### config.mk
export PLATFORM = sky130hd
export DESIGN_NAME = redistributor_control_lpi_clear
export DESIGN_NICKNAME = d
export VERILOG_FILES = /design/src/include/rdist_ctl_pkg.sv /design/src/rtl/redistributor_control_lpi_clear.sv
export SDC_FILE = /design/constraint.sdc
export NUM_CORES = 1
export LEC_CHECK = 0
export ABC_AREA = 1
export BUFFER_PORTS_ARGS = -buffer_cell sky130_fd_sc_hd__buf_2
export CORE_AREA = 2 2 111 113
export DETAILED_ROUTE_END_ITERATION = 6
export DIE_AREA = 0 0 113 115
export SYNTH_ARGS = -nofsm -noshare
export SYNTH_HDL_FRONTEND = slang
export SYNTH_SLANG_ARGS = --single-unit
### constraint.sdc
create_clock -name core_clk -period 2.2 [get_ports core_clk]
set_clock_uncertainty 0.1 [all_clocks]
set_input_delay 0.11 -clock core_clk [delete_from_list [all_inputs] [get_ports core_clk]]
set_output_delay 0.11 -clock core_clk [all_outputs]
set_load 0.02 [all_outputs]
### src/include/rdist_ctl_pkg.sv
package rdist_ctl_pkg;
    localparam logic [15:0] ctlr_offset = 16'h0000;
    localparam logic [15:0] clear_offset = 16'h0048;
    localparam logic [15:0] frame_mask = 16'hFFFF;
    localparam logic [31:0] frame_bytes = 32'h0001_0000;
    localparam int uwp_bit = 31;
    localparam int g1s_bit = 26;
    localparam int g1ns_bit = 25;
    localparam int g0_bit = 24;
    localparam int rwp_bit = 3;
    localparam int ir_bit = 2;
    localparam int ces_bit = 1;
    localparam int en_bit = 0;
    localparam logic reset_val = 1'b0;

    typedef struct packed {
        logic req;
        logic write;
        logic nonsecure;
        logic wide;
        logic [31:0] addr;
        logic [63:0] wdata;
    } reg_req_t;

    typedef struct packed {
        logic valid;
        logic [31:0] identifier;
    } clear_cmd_t;

    typedef enum logic [2:0] {
        fetch_idle = 3'b001,
        fetch_busy = 3'b010,
        fetch_done = 3'b100
    } fetch_state_t;
endpackage : rdist_ctl_pkg

### src/rtl/redistributor_control_lpi_clear.sv
`timescale 1ns/10ps
`default_nettype none
// Contract
// [RL1] clear write clears named interrupt pending
// [RL2] 64-bit register, upper half reads zero
// [RL3] 32-bit write zero-extended to 64
// [RL4] ignore clear: disabled, unimplemented, not pending
// [RL5] bit 31 shows upstream writes outstanding
// [RL6] bit 26 blocks group 1 secure selection
// [RL7] bit 26 zero in single-state or nonsecure
// [RL8] bit 25 blocks group 1 nonsecure selection
// [RL9] bit 24 blocks group 0; nonsecure raz
// [RL10] no capability: disables raz; reset zero
// [RL11] bit 3 shows propagation outstanding
// [RL12] bit 2 reports invalidate registers present
// [RL13] bit 1 reports enable clearable
// [RL14] enable low: drop doorbells and translations
// [RL15] enable reserved zero if unsupported; reset zero
// [RL16] enable rising fetches pending table
// [RL17] routing off: clear or keep enable, fixed
// [RL18] software waits for write-pending before reprogram
// [RL19] select only awake, undisabled, enabled group
// [RL20] disable change forces target reselection
// [RL21] clear register only with feature, else raz
// [RL22] control frame first, then private frame
// [RL23] write-pending rises next cycle, falls on ack
module redistributor_control_lpi_clear #(
    parameter int id_bits = 16,
    parameter bit feature_present = 1'b1,
    parameter bit clear_enable_capable = 1'b1,
    parameter bit invalidate_regs_present = 1'b1,
    parameter bit clear_on_routing_off = 1'b1
) (
    input wire logic core_clk,
    input wire logic rst,
    input wire rdist_ctl_pkg::reg_req_t bus_req,
    output logic bus_ack,
    output logic [63:0] bus_rdata,
    input wire logic selection_disable_capable,
    input wire logic single_security_state,
    input wire logic nonsecure_affinity_routing,
    input wire logic physical_local_irq_capable,
    input wire logic wake_for_one_of_n,
    input wire logic pe_sleep_flag,
    input wire logic [2:0] group_enable,
    input wire logic upstream_busy,
    input wire logic propagate_ack,
    input wire logic [31:0] pending_query_id,
    input wire logic pending_query_hit,
    output logic [31:0] pending_query_addr,
    output var rdist_ctl_pkg::clear_cmd_t clear_cmd,
    output logic fetch_start,
    input wire logic fetch_complete,
    output logic fetch_active,
    output logic [2:0] selectable,
    output logic reselect,
    input wire logic doorbell_in,
    input wire logic translate_in,
    output logic doorbell_accept,
    output logic translate_accept
);
    import rdist_ctl_pkg::*;

    logic en_q, en_d;
    logic g1s_q, g1ns_q, g0_q;
    logic [2:0] dis_d;
    logic rwp_q, rwp_d;
    logic [63:0] rdata_q;
    clear_cmd_t clr_q;
    fetch_state_t fst_q, fst_d;
    logic reselect_q;
    logic g1s_rd, g1ns_rd, g0_rd;
    logic [2:0] dis_eff;
    logic [2:0] awake_mask;

    // read-as-zero gate shared by the three disable fields
    function automatic logic raz_gate(
        input logic ok,
        input logic value
    );
        logic result;
        result = 1'b0;
        if (ok) begin
            result = value;
        end
        return result;
    endfunction : raz_gate

    // identifiers above the implemented width name no interrupt
    function automatic logic id_in_range(
        input logic [31:0] id,
        input int width
    );
        logic result;
        result = 1'b1;
        if (width < 32) begin
            result = (id >> width) == 32'h0000_0000;
        end
        return result;
    endfunction : id_in_range

    // places one control field at its bit of the 32-bit word
    function automatic logic [31:0] field_at(
        input logic value,
        input int position
    );
        logic [31:0] result;
        result = 32'h0000_0000;
        result[position] = value;
        return result;
    endfunction : field_at

    // 32-bit words widen to 64 with a zero upper half
    function automatic logic [63:0] zero_extend(
        input logic [31:0] word
    );
        logic [63:0] result;
        result = {32'h0000_0000, word};
        return result;
    endfunction : zero_extend

    // decode within the 64KB control frame; private frame follows it
    wire [15:0] frame_off = bus_req.addr[15:0] & frame_mask; // [RL22]
    wire in_ctl_frame = bus_req.addr < frame_bytes; // [RL22]
    wire off_ctlr = frame_off == ctlr_offset;
    wire off_clear = frame_off == clear_offset;
    wire hit_ctlr = in_ctl_frame && off_ctlr;
    wire hit_clr = in_ctl_frame && off_clear && feature_present; // [RL21]
    wire rd_req = bus_req.req && !bus_req.write;
    wire wr = bus_req.req && bus_req.write;
    wire ctl_wr = wr && hit_ctlr;
    // narrow writes carry only the low word, upper word forced to zero
    wire [63:0] wdata64 = bus_req.wide ? bus_req.wdata
        : zero_extend(bus_req.wdata[31:0]); // [RL3]
    wire [31:0] clr_id = wdata64[31:0]; // [RL2]
    wire id_implemented = id_in_range(clr_id, id_bits); // [RL4]
    wire clr_fire = wr && hit_clr && en_q && id_implemented
        && pending_query_hit; // [RL1] [RL4]

    wire en_allowed = physical_local_irq_capable
        && nonsecure_affinity_routing; // [RL15]
    wire g1s_ok = selection_disable_capable && !single_security_state
        && !bus_req.nonsecure; // [RL7] [RL10]
    wire g1ns_ok = selection_disable_capable; // [RL10]
    wire g0_ok = selection_disable_capable
        && (single_security_state || !bus_req.nonsecure); // [RL9]

    assign dis_d[2] = (ctl_wr && g1s_ok) ? wdata64[g1s_bit] : g1s_q; // [RL6]
    assign dis_d[1] = (ctl_wr && g1ns_ok) ? wdata64[g1ns_bit] : g1ns_q;
    assign dis_d[0] = (ctl_wr && g0_ok) ? wdata64[g0_bit] : g0_q; // [RL9]
    wire dis_g1s_chg = dis_d[2] != g1s_q;
    wire dis_g1ns_chg = dis_d[1] != g1ns_q;
    wire dis_g0_chg = dis_d[0] != g0_q;
    wire dis_change = dis_g1s_chg || dis_g1ns_chg || dis_g0_chg; // [RL11]

    // enable may be cleared by software only when clearable
    wire en_wr_val = wdata64[en_bit];
    wire en_sw_clear = ctl_wr && !en_wr_val && clear_enable_capable;
    wire en_sw_set = ctl_wr && en_wr_val;
    wire en_route_off = !nonsecure_affinity_routing
        && clear_on_routing_off; // [RL17]
    always_comb begin
        en_d = en_q;
        if (en_sw_set) begin
            en_d = 1'b1;
        end else if (en_sw_clear) begin
            en_d = 1'b0;
        end
        if (en_route_off || !physical_local_irq_capable) begin
            en_d = 1'b0; // [RL15] [RL17]
        end
        if (!en_allowed && !en_q) begin
            en_d = 1'b0; // [RL15]
        end
    end
    wire en_fell = en_q && !en_d;
    wire en_rose = !en_q && en_d;

    // tracked writes raise the flag; only the ack lets it fall
    wire tracked = dis_change || en_fell; // [RL11] [RL23]
    always_comb begin
        rwp_d = rwp_q;
        if (tracked) begin
            rwp_d = 1'b1; // [RL23]
        end else if (propagate_ack) begin
            rwp_d = 1'b0; // [RL23]
        end
    end

    always_comb begin
        fst_d = fst_q;
        case (fst_q)
            fetch_idle: begin
                if (en_rose) begin
                    fst_d = fetch_busy; // [RL16]
                end
            end
            fetch_busy: begin
                if (fetch_complete) begin
                    fst_d = fetch_done;
                end
            end
            fetch_done: begin
                fst_d = fetch_idle;
            end
            default: begin
                fst_d = fetch_idle;
            end
        endcase
    end

    // read gating: fields without access read zero
    assign g1s_rd = raz_gate(g1s_ok, g1s_q); // [RL7]
    assign g1ns_rd = raz_gate(g1ns_ok, g1ns_q); // [RL10]
    assign g0_rd = raz_gate(g0_ok, g0_q); // [RL9]

    wire [31:0] uwp_field = field_at(upstream_busy, uwp_bit); // [RL5]
    wire [31:0] g1s_field = field_at(g1s_rd, g1s_bit); // [RL6]
    wire [31:0] g1ns_field = field_at(g1ns_rd, g1ns_bit); // [RL8]
    wire [31:0] g0_field = field_at(g0_rd, g0_bit); // [RL9]
    wire [31:0] rwp_field = field_at(rwp_q, rwp_bit); // [RL11]
    wire [31:0] ir_field = field_at(invalidate_regs_present, ir_bit); // [RL12]
    wire [31:0] ces_field = field_at(clear_enable_capable, ces_bit); // [RL13]
    wire [31:0] en_field = field_at(en_q, en_bit); // [RL15]
    wire [31:0] ctlr_val = uwp_field | g1s_field | g1ns_field | g0_field
        | rwp_field | ir_field | ces_field | en_field;

    // clear register is write-only, so reads see zero
    wire [63:0] rd_mux = hit_ctlr ? zero_extend(ctlr_val)
        : 64'h0000_0000_0000_0000; // [RL2] [RL21]

    // stored disables only count while the capability is present
    assign dis_eff[2] = g1s_q && selection_disable_capable
        && !single_security_state; // [RL6] [RL7]
    assign dis_eff[1] = g1ns_q && selection_disable_capable; // [RL8]
    assign dis_eff[0] = g0_q && selection_disable_capable; // [RL9]
    // chosen policy: a sleeping pe joins 1-of-n only when waking allowed
    assign awake_mask = {3{!pe_sleep_flag || wake_for_one_of_n}}; // [RL19]

    always_ff @(posedge core_clk) begin
        if (rst) begin
            en_q <= reset_val; // [RL15]
        end else begin
            en_q <= en_d;
        end
    end

    always_ff @(posedge core_clk) begin
        if (rst) begin
            g1s_q <= reset_val; // [RL10]
        end else begin
            g1s_q <= dis_d[2];
        end
    end

    always_ff @(posedge core_clk) begin
        if (rst) begin
            g1ns_q <= reset_val; // [RL10]
        end else begin
            g1ns_q <= dis_d[1];
        end
    end

    always_ff @(posedge core_clk) begin
        if (rst) begin
            g0_q <= reset_val; // [RL10]
        end else begin
            g0_q <= dis_d[0];
        end
    end

    always_ff @(posedge core_clk) begin
        if (rst) begin
            rwp_q <= reset_val;
        end else begin
            rwp_q <= rwp_d; // [RL23]
        end
    end

    always_ff @(posedge core_clk) begin
        if (rst) begin
            fst_q <= fetch_idle;
        end else begin
            fst_q <= fst_d; // [RL16]
        end
    end

    always_ff @(posedge core_clk) begin
        if (rst) begin
            reselect_q <= 1'b0;
        end else begin
            reselect_q <= dis_change; // [RL20]
        end
    end

    always_ff @(posedge core_clk) begin
        if (rst) begin
            rdata_q <= 64'h0000_0000_0000_0000;
        end else if (rd_req) begin
            rdata_q <= rd_mux;
        end
    end

    always_ff @(posedge core_clk) begin
        if (rst) begin
            clr_q.valid <= 1'b0;
        end else begin
            clr_q.valid <= clr_fire; // [RL1]
        end
    end

    always_ff @(posedge core_clk) begin
        if (rst) begin
            clr_q.identifier <= 32'h0000_0000;
        end else if (clr_fire) begin
            clr_q.identifier <= clr_id; // [RL1]
        end
    end

    wire sel_g1s = awake_mask[2] && !dis_eff[2] && group_enable[2]; // [RL6]
    wire sel_g1ns = awake_mask[1] && !dis_eff[1] && group_enable[1]; // [RL8]
    wire sel_g0 = awake_mask[0] && !dis_eff[0] && group_enable[0]; // [RL9]
    // with the enable low, doorbells and translations are dropped
    wire lpi_live = en_q;

    assign bus_ack = bus_req.req;
    assign bus_rdata = rdata_q;
    assign pending_query_addr = clr_id;
    assign clear_cmd = clr_q;
    assign fetch_start = (fst_q == fetch_idle) && en_rose; // [RL16]
    assign fetch_active = fst_q == fetch_busy;
    assign reselect = reselect_q; // [RL20]
    assign selectable = {sel_g1s, sel_g1ns, sel_g0}; // [RL19]
    assign doorbell_accept = doorbell_in && lpi_live; // [RL14]
    assign translate_accept = translate_in && lpi_live; // [RL14]
endmodule : redistributor_control_lpi_clear
`default_nettype wire

==> results of run 1 <==
-- logic make-up (layout without fill, tap and decap cells) --
group                  Yosys count  count (layout)  share of synthesized area, %
and+or+nand+nor                153             153                          25.6
buffers and inverters          145             237                          32.4
DFF                             49              49                          34.7
AOI/OAI and AO/OA               37              37                          7.18
other                            1              57                         0.133
-- Yosys cell counts, types with 3 or more instances --
master	count
a21oi_1	10
nand2_1	32
nor2_1	70
o21ai_0	10
dfxtp_1	49
buf_2	3
inv_1	38
nand4_1	8
nor3_2	3
nand3_1	24
nor3_1	3
clkbuf_1	5
o21ai_1	10
nand2_2	3
buf_4	93
a211oi_1	4
-- final cells by class --
cell class | instances | area [sq um]
inverter | 42 | 160
antenna | 1 | 2.50
timing repair buffer | 187 | 1040
sequential | 49 | 981
multi-input combinational | 246 | 1130
clock buffer | 5 | 125
clock inverter | 3 | 28.8
tap | 147 | 184
fill | 1298 | 8160
-- power groups by stage --
stage | clock [W] | sequential, W | combinational (W)
floorplan | 0 | 0.000907 | 0.000300
global placement | 0 | 0.000907 | 0.000307
detailed placement | 0 | 0.000907 | 0.000307
CTS | 0.000836 | 0.000886 | 0.000332
global route | 0.000878 | 0.000886 | 0.000362
finish | 0.000802 | 0.000886 | 0.000333
-- worst register-to-register path: stages, from the launching register on --
cell and delay, ns:
dfxtp_1 0.45, inv_2 0.10, nor2_1 0.10, nand3_1 0.11
nor4_2 0.25, nand2_2 0.15, buf_4 0.25, nor2_1 0.13
nor2_1 0.05
-- metrics by stage --
step                utilization [%]  area [sq um]  std cells  hold WS (ns)  setup WS, ns
finish                         30.9          3650        680        0.0234         0.416
global route                   30.9          3650        679        0.0335         0.188
CTS                            30.9          3650        679        0.0294         0.379
detailed placement             28.1          3320        653         0.252         0.390
global placement               28.1          3320        653         0.250         0.397
floorplan                         -          3030        440        0.0883         0.722
-- worst min-delay path by stage --
stage | cells after the start | end
4_1_cts | 3 | g0_q
3_5_place_dp | 3 | clear_cmd[3]
5_1_grt | 3 | g0_q
2_1_floorplan | 1 | en_q
6_report | 3 | clear_cmd[0]
3_3_place_gp | 3 | clear_cmd[7]
-- routing by layer --
metal	vias to the layer above	routed length [microns]	global-route usage, %
met2	117	3490	17.8
met5	-	0	0
met1	1131	3490	14.8
met4	0	23	2.20
met3	2	711	3.48
li1	1360	-	-
-- what timing repair did --
action                    CTS  global route
hold buffers               18             0
hold endpoints to repair   18             0
gates resized for setup     0             0
-- layout by cell type, fill, tap and decap left out, types with 4 or more instances in the layout --
cell / instances
a211oi_1: 4
a21oi_1: 10
buf_2: 165
buf_4: 4
clkbuf_16: 5
conb_1: 56
dfxtp_1: 49
dlygate4sd3_1: 18
inv_1: 38
nand2_1: 32
nand3_1: 24
nand4_1: 8
nor2_1: 70
o21ai_0: 10
o21ai_1: 10
==> impl_metrics.tcl, run 1 <==
set metrics [dict create \
    cts_tree "done" \
    fin_crit_ns 1.78 \
    ant_nets 0 \
    crit_slowest_cell "dfxtp_1" \
    drc 36 \
    status "finished with violations" \
    groute.usage.overall_pct 11.1 \
    synth_area_leader_cell "dfxtp_1" \
    setup_tns_ns 0 \
    fmax_ghz 0.560 \
    synth_cell_type_count 31 \
    p_int_w 0.00143 \
    crit_buf_inv 2 \
    cp-endpoint "clear_cmd[13]" \
    cts_setup_buffers 0 \
    ir_worst_vdd_mv 0.307 \
    reg2reg_from "en_q" \
    synth_seq_cells 49 \
    arrival_ns 1.87 \
    final_max_slew_viol_count 0 \
    largest_reg_flops 33 \
    drtIter0Drc 100 \
    seqPwrFrac_pct 43.8 \
    cts_root_buf "clkbuf_16" \
    cp_common_cell "nor2_1" \
    synthCells 385 \
    first_pass_iters 6 \
    clk_path_buf_depth 2 \
    synth_edf_count 0 \
    synthArstFlopShare_pct 0 \
    clkPwrFrac_pct 39.7 \
    p_switching_w 0.000589 \
    cts.clk_slew.worst_paths_ns 0.08 \
    ff2ff_path_depth 8 \
    gp_congestion 0.771 \
    worst_pin_slew_ns 0.500 \
    synth_area_sq_mm 0.00282 \
    fp.dieW_microns 113 \
    p_leak_nw 2.07 \
    timing.slew.headroom_pct 66.5 \
    drive_gt1_share_pct 36.5 \
    core-area_sq_mm 0.0118 \
    cts_buffers 5 \
    grt_max_degree 36 \
    swShare_pct 29.2 \
    hp-start "bus_req[0]" \
    via_per_inst 3.84 \
    start_util_pct 23.9 \
    violations "DRC" \
    syn2layout_area_growth_pct 29.3 \
    p_total_w 0.00202 \
    worst-setup-path-type "flop to flop" \
    clock_sinks 49 \
    fin_nets 680 \
    grt_first_pass_wirelength_microns 11400 \
    post-route-period-util_pct 81.1 \
    r2r_end "clear_cmd[13]" \
    crit_chain "inv_2, nor2_1, nand3_1, nor4_2, nand2_2, buf_4, nor2_1, nor2_1" \
    synth_area_leaders "dfxtp_1 (35%), buf_4 (25%), nor2_1 (9.3%)" \
    reg2reg_slack_ns 0.42 \
    slowest_delay_ns 0.45 \
    finalSetupViolCount 0 \
    combPwrFrac_pct 16.5 \
    worst_setup_path_end_kind "flop" \
    wl_microns 7720 \
    grt_overflow 0 \
    crit_required_ns 2.29 \
    critPathLaunch "en_q" \
    clk_latency_ns 0.29 \
    yosysWarnings 0 \
    p_per_area_mw_per_mm2 553 \
    vias 2610 \
    synthFlopType "dfxtp_1" \
    maxCapViolations 0 \
    num_io_pins 287 \
    grt_pass1_vias 2336 \
    critPathTopFamily "simple AND/OR/NAND/NOR gates" \
    avgRoutedWirePerCell_microns 11.3 \
    crit_cells 8 \
    critical_path.startpoint_type "flop" \
    hold_viol_final 0 \
    htree_levels 2 \
    crit_fanout 23 \
    yosysSeqAreaShare_pct 34.7 \
    synth_area_per_cell_sq_um 7.33 \
    die_h_microns 115 \
    fp.dieArea_sq_mm 0.0130 \
    rsz0062_at_grt "false" \
    yosysTopAreaCellShare_pct 34.7 \
    portBuffers 165 \
    hpwl_microns 5910 \
    rows 40 \
    worstHoldPathType "input pin to flop" \
    antenna_found_initial 1 \
]
Power figures use the tool's default switching activity.
==> inputs of run 2 (changes only) <==
CORE_AREA = 2 2 112 114   (was 2 2 111 113)
DIE_AREA = 0 0 114 116   (was 0 0 113 115)
clock period = 1.6 ns   (was 2.2 ns; I/O delays follow)
==> impl_metrics.tcl, run 2 (synthesis gave the netlist of run 1 again) <==
set metrics [dict create \
    grt-busiest-layer "met2" \
    critical_path.startpoint_type "input pin" \
    design_area_sq_mm 0.00412 \
    clock_sinks 49 \
    cp-endpoint "fetch_start" \
    num_io_pins 287 \
    antenna_found_initial 1 \
    fin_crit_ns 1.55 \
    start_util_pct 23.7 \
    groute.usage.overall_pct 11.3 \
    largest_reg_flops 33 \
    swShare_pct 27.5 \
    worstHoldPathType "input pin to flop" \
    clk_path_buf_depth 2 \
    portBuffers 165 \
    cts_buffers 5 \
    fp.dieW_microns 114 \
    placed_area_sq_mm 0.00345 \
    mostFrequentLayoutCell "buf_2" \
    mostFrequentLayoutCells "buf_2 (163), conb_1 (56), dfxtp_1 (48), nor2_1 (46), inv_1 (38)" \
    fmax_ghz 0.644 \
    grt_max_degree 26 \
    wl_microns 8370 \
    finalWorstSetupSlack_ns 0.0471 \
    hpwl_microns 6380 \
    crit_fanout 4 \
    status "complete, no violations" \
    gr-usage-met2_pct 19.1 \
    reg2reg_slack_ns 0.05 \
    critPathLaunch "bus_req[73]" \
    rsz0062_at_grt "true" \
    ir_worst_vdd_mv 0.343 \
    clkPwrFrac_pct 38.1 \
    drive_gt1_share_pct 46.3 \
    core-area_sq_mm 0.0119 \
    worst-setup-path-type "input pin to output port" \
    die_h_microns 116 \
    hold_viol_final 0 \
    seqPwrFrac_pct 43.9 \
    drc 0 \
    p_int_w 0.00201 \
    avgRoutedWirePerCell_microns 11.8 \
    p_per_area_mw_per_mm2 673 \
    ff2ff_path_depth 9 \
    finalNonFillerCells 707 \
    pre_cts_slack_ns -0.0338 \
    cts.clk_slew.worst_paths_ns 0.06 \
    r2r_end "clear_cmd[4]" \
    grt_use_met3_pct 3.29 \
    p_leak_nw 2.24 \
    maxCapViolations 0 \
    ant_nets 0 \
    vias 2735 \
    finalSetupViolCount 0 \
    fp.dieArea_sq_mm 0.0132 \
    rows 40 \
    reg2reg_from "en_q" \
    via_per_inst 3.87 \
    fin_nets 707 \
    htree_levels 2 \
    worst_setup_path_end_kind "output port" \
    arrival_ns 1.37 \
    cts_root_buf "clkbuf_16" \
    cts_tree "done" \
    combPwrFrac_pct 18.0 \
    syn2layout_area_growth_pct 46.0 \
    crit_required_ns 1.42 \
    post-route-period-util_pct 97.1 \
    grt_pass1_vias 2389 \
    grt_first_pass_wirelength_microns 11700 \
    clk_latency_ns 0.28 \
    gp_congestion 0.803 \
    fill_cells 1267 \
    grt_overflow 0 \
    placedCellCount 671 \
    setup_tns_ns 0 \
    drtIter0Drc 63 \
    first_pass_iters 4 \
    use_met1_pct 14.3 \
    final_max_slew_viol_count 0 \
    p_switching_w 0.000764 \
]
[run 2: worst min path at each step]
stage                     startpoint            to  slack [ns]  cells past startpoint
after detailed placement  bus_req[7]  clear_cmd[7]        0.22                      3
final                     bus_req[0]  clear_cmd[0]        0.01                      3
after floorplan                  rst          en_q        0.06                      1
after global routing      bus_req[0]  clear_cmd[0]        0.02                      3
after CTS                 bus_req[0]  clear_cmd[0]        0.03                      3
after global placement    bus_req[7]  clear_cmd[7]        0.22                      3
[run 2: critical path, stage by stage]
cell	delay (ns)
buf_2	0.10
nor2_2	0.11
nand2_2	0.08
nor2_2	0.13
nand2_2	0.08
nor3_4	0.27
nand4_1	0.20
nor2_2	0.18
buf_6	0.13
[run 2: power groups by stage]
stage	logic, W	clock network (W)	registers, W
2_1_floorplan	0.000412	0	0.00125
3_3_place_gp	0.000445	0	0.00125
3_5_place_dp	0.000446	0	0.00125
4_1_cts	0.000480	0.00109	0.00122
5_1_grt	0.000542	0.00118	0.00122
6_report	0.000501	0.00106	0.00122
[run 2: cell type report]
cell class / count / area, sq um / share of cell area, %
multi-input combinational: 246 / 1320 / 31.9
tap: 147 / 184 / 4.46
inverter: 42 / 166 / 4.04
timing repair inverter: 1 / 6.26 / 0.152
sequential: 49 / 982 / 23.8
clock buffer: 6 / 139 / 3.37
clock inverter: 2 / 13.8 / 0.334
antenna: 1 / 2.50 / 0.0607
timing repair buffer: 213 / 1320 / 31.9
[run 2: timing repair]
| item | 4_1_cts | 5_1_grt |
|---|---|---|
| hold buffers | 18 | 0 |
| endpoints found under the hold margin | 18 | 0 |
| resized for setup | 0 | 69 |
| endpoints found under the setup margin | 0 | 32 |
| buffers inserted | 0 | 6 |
[run 2: routing by layer]
metal | wire length, microns | up-vias
met5 | 0 | -
met4 | 52 | 0
met3 | 577 | 6
met2 | 3960 | 120
met1 | 3780 | 1191
li1 | - | 1418
[run 2: stage by stage]
step / power [W] / hold slack [ns] / util [%]
3_3_place_gp: 0.00169 / 0.216 / 29.0
5_1_grt: 0.00294 / 0.0218 / 34.6
6_report: 0.00278 / 0.0112 / 34.6
3_5_place_dp: 0.00169 / 0.222 / 29.0
2_1_floorplan: 0.00166 / 0.0583 / -
4_1_cts: 0.00279 / 0.0288 / 31.8
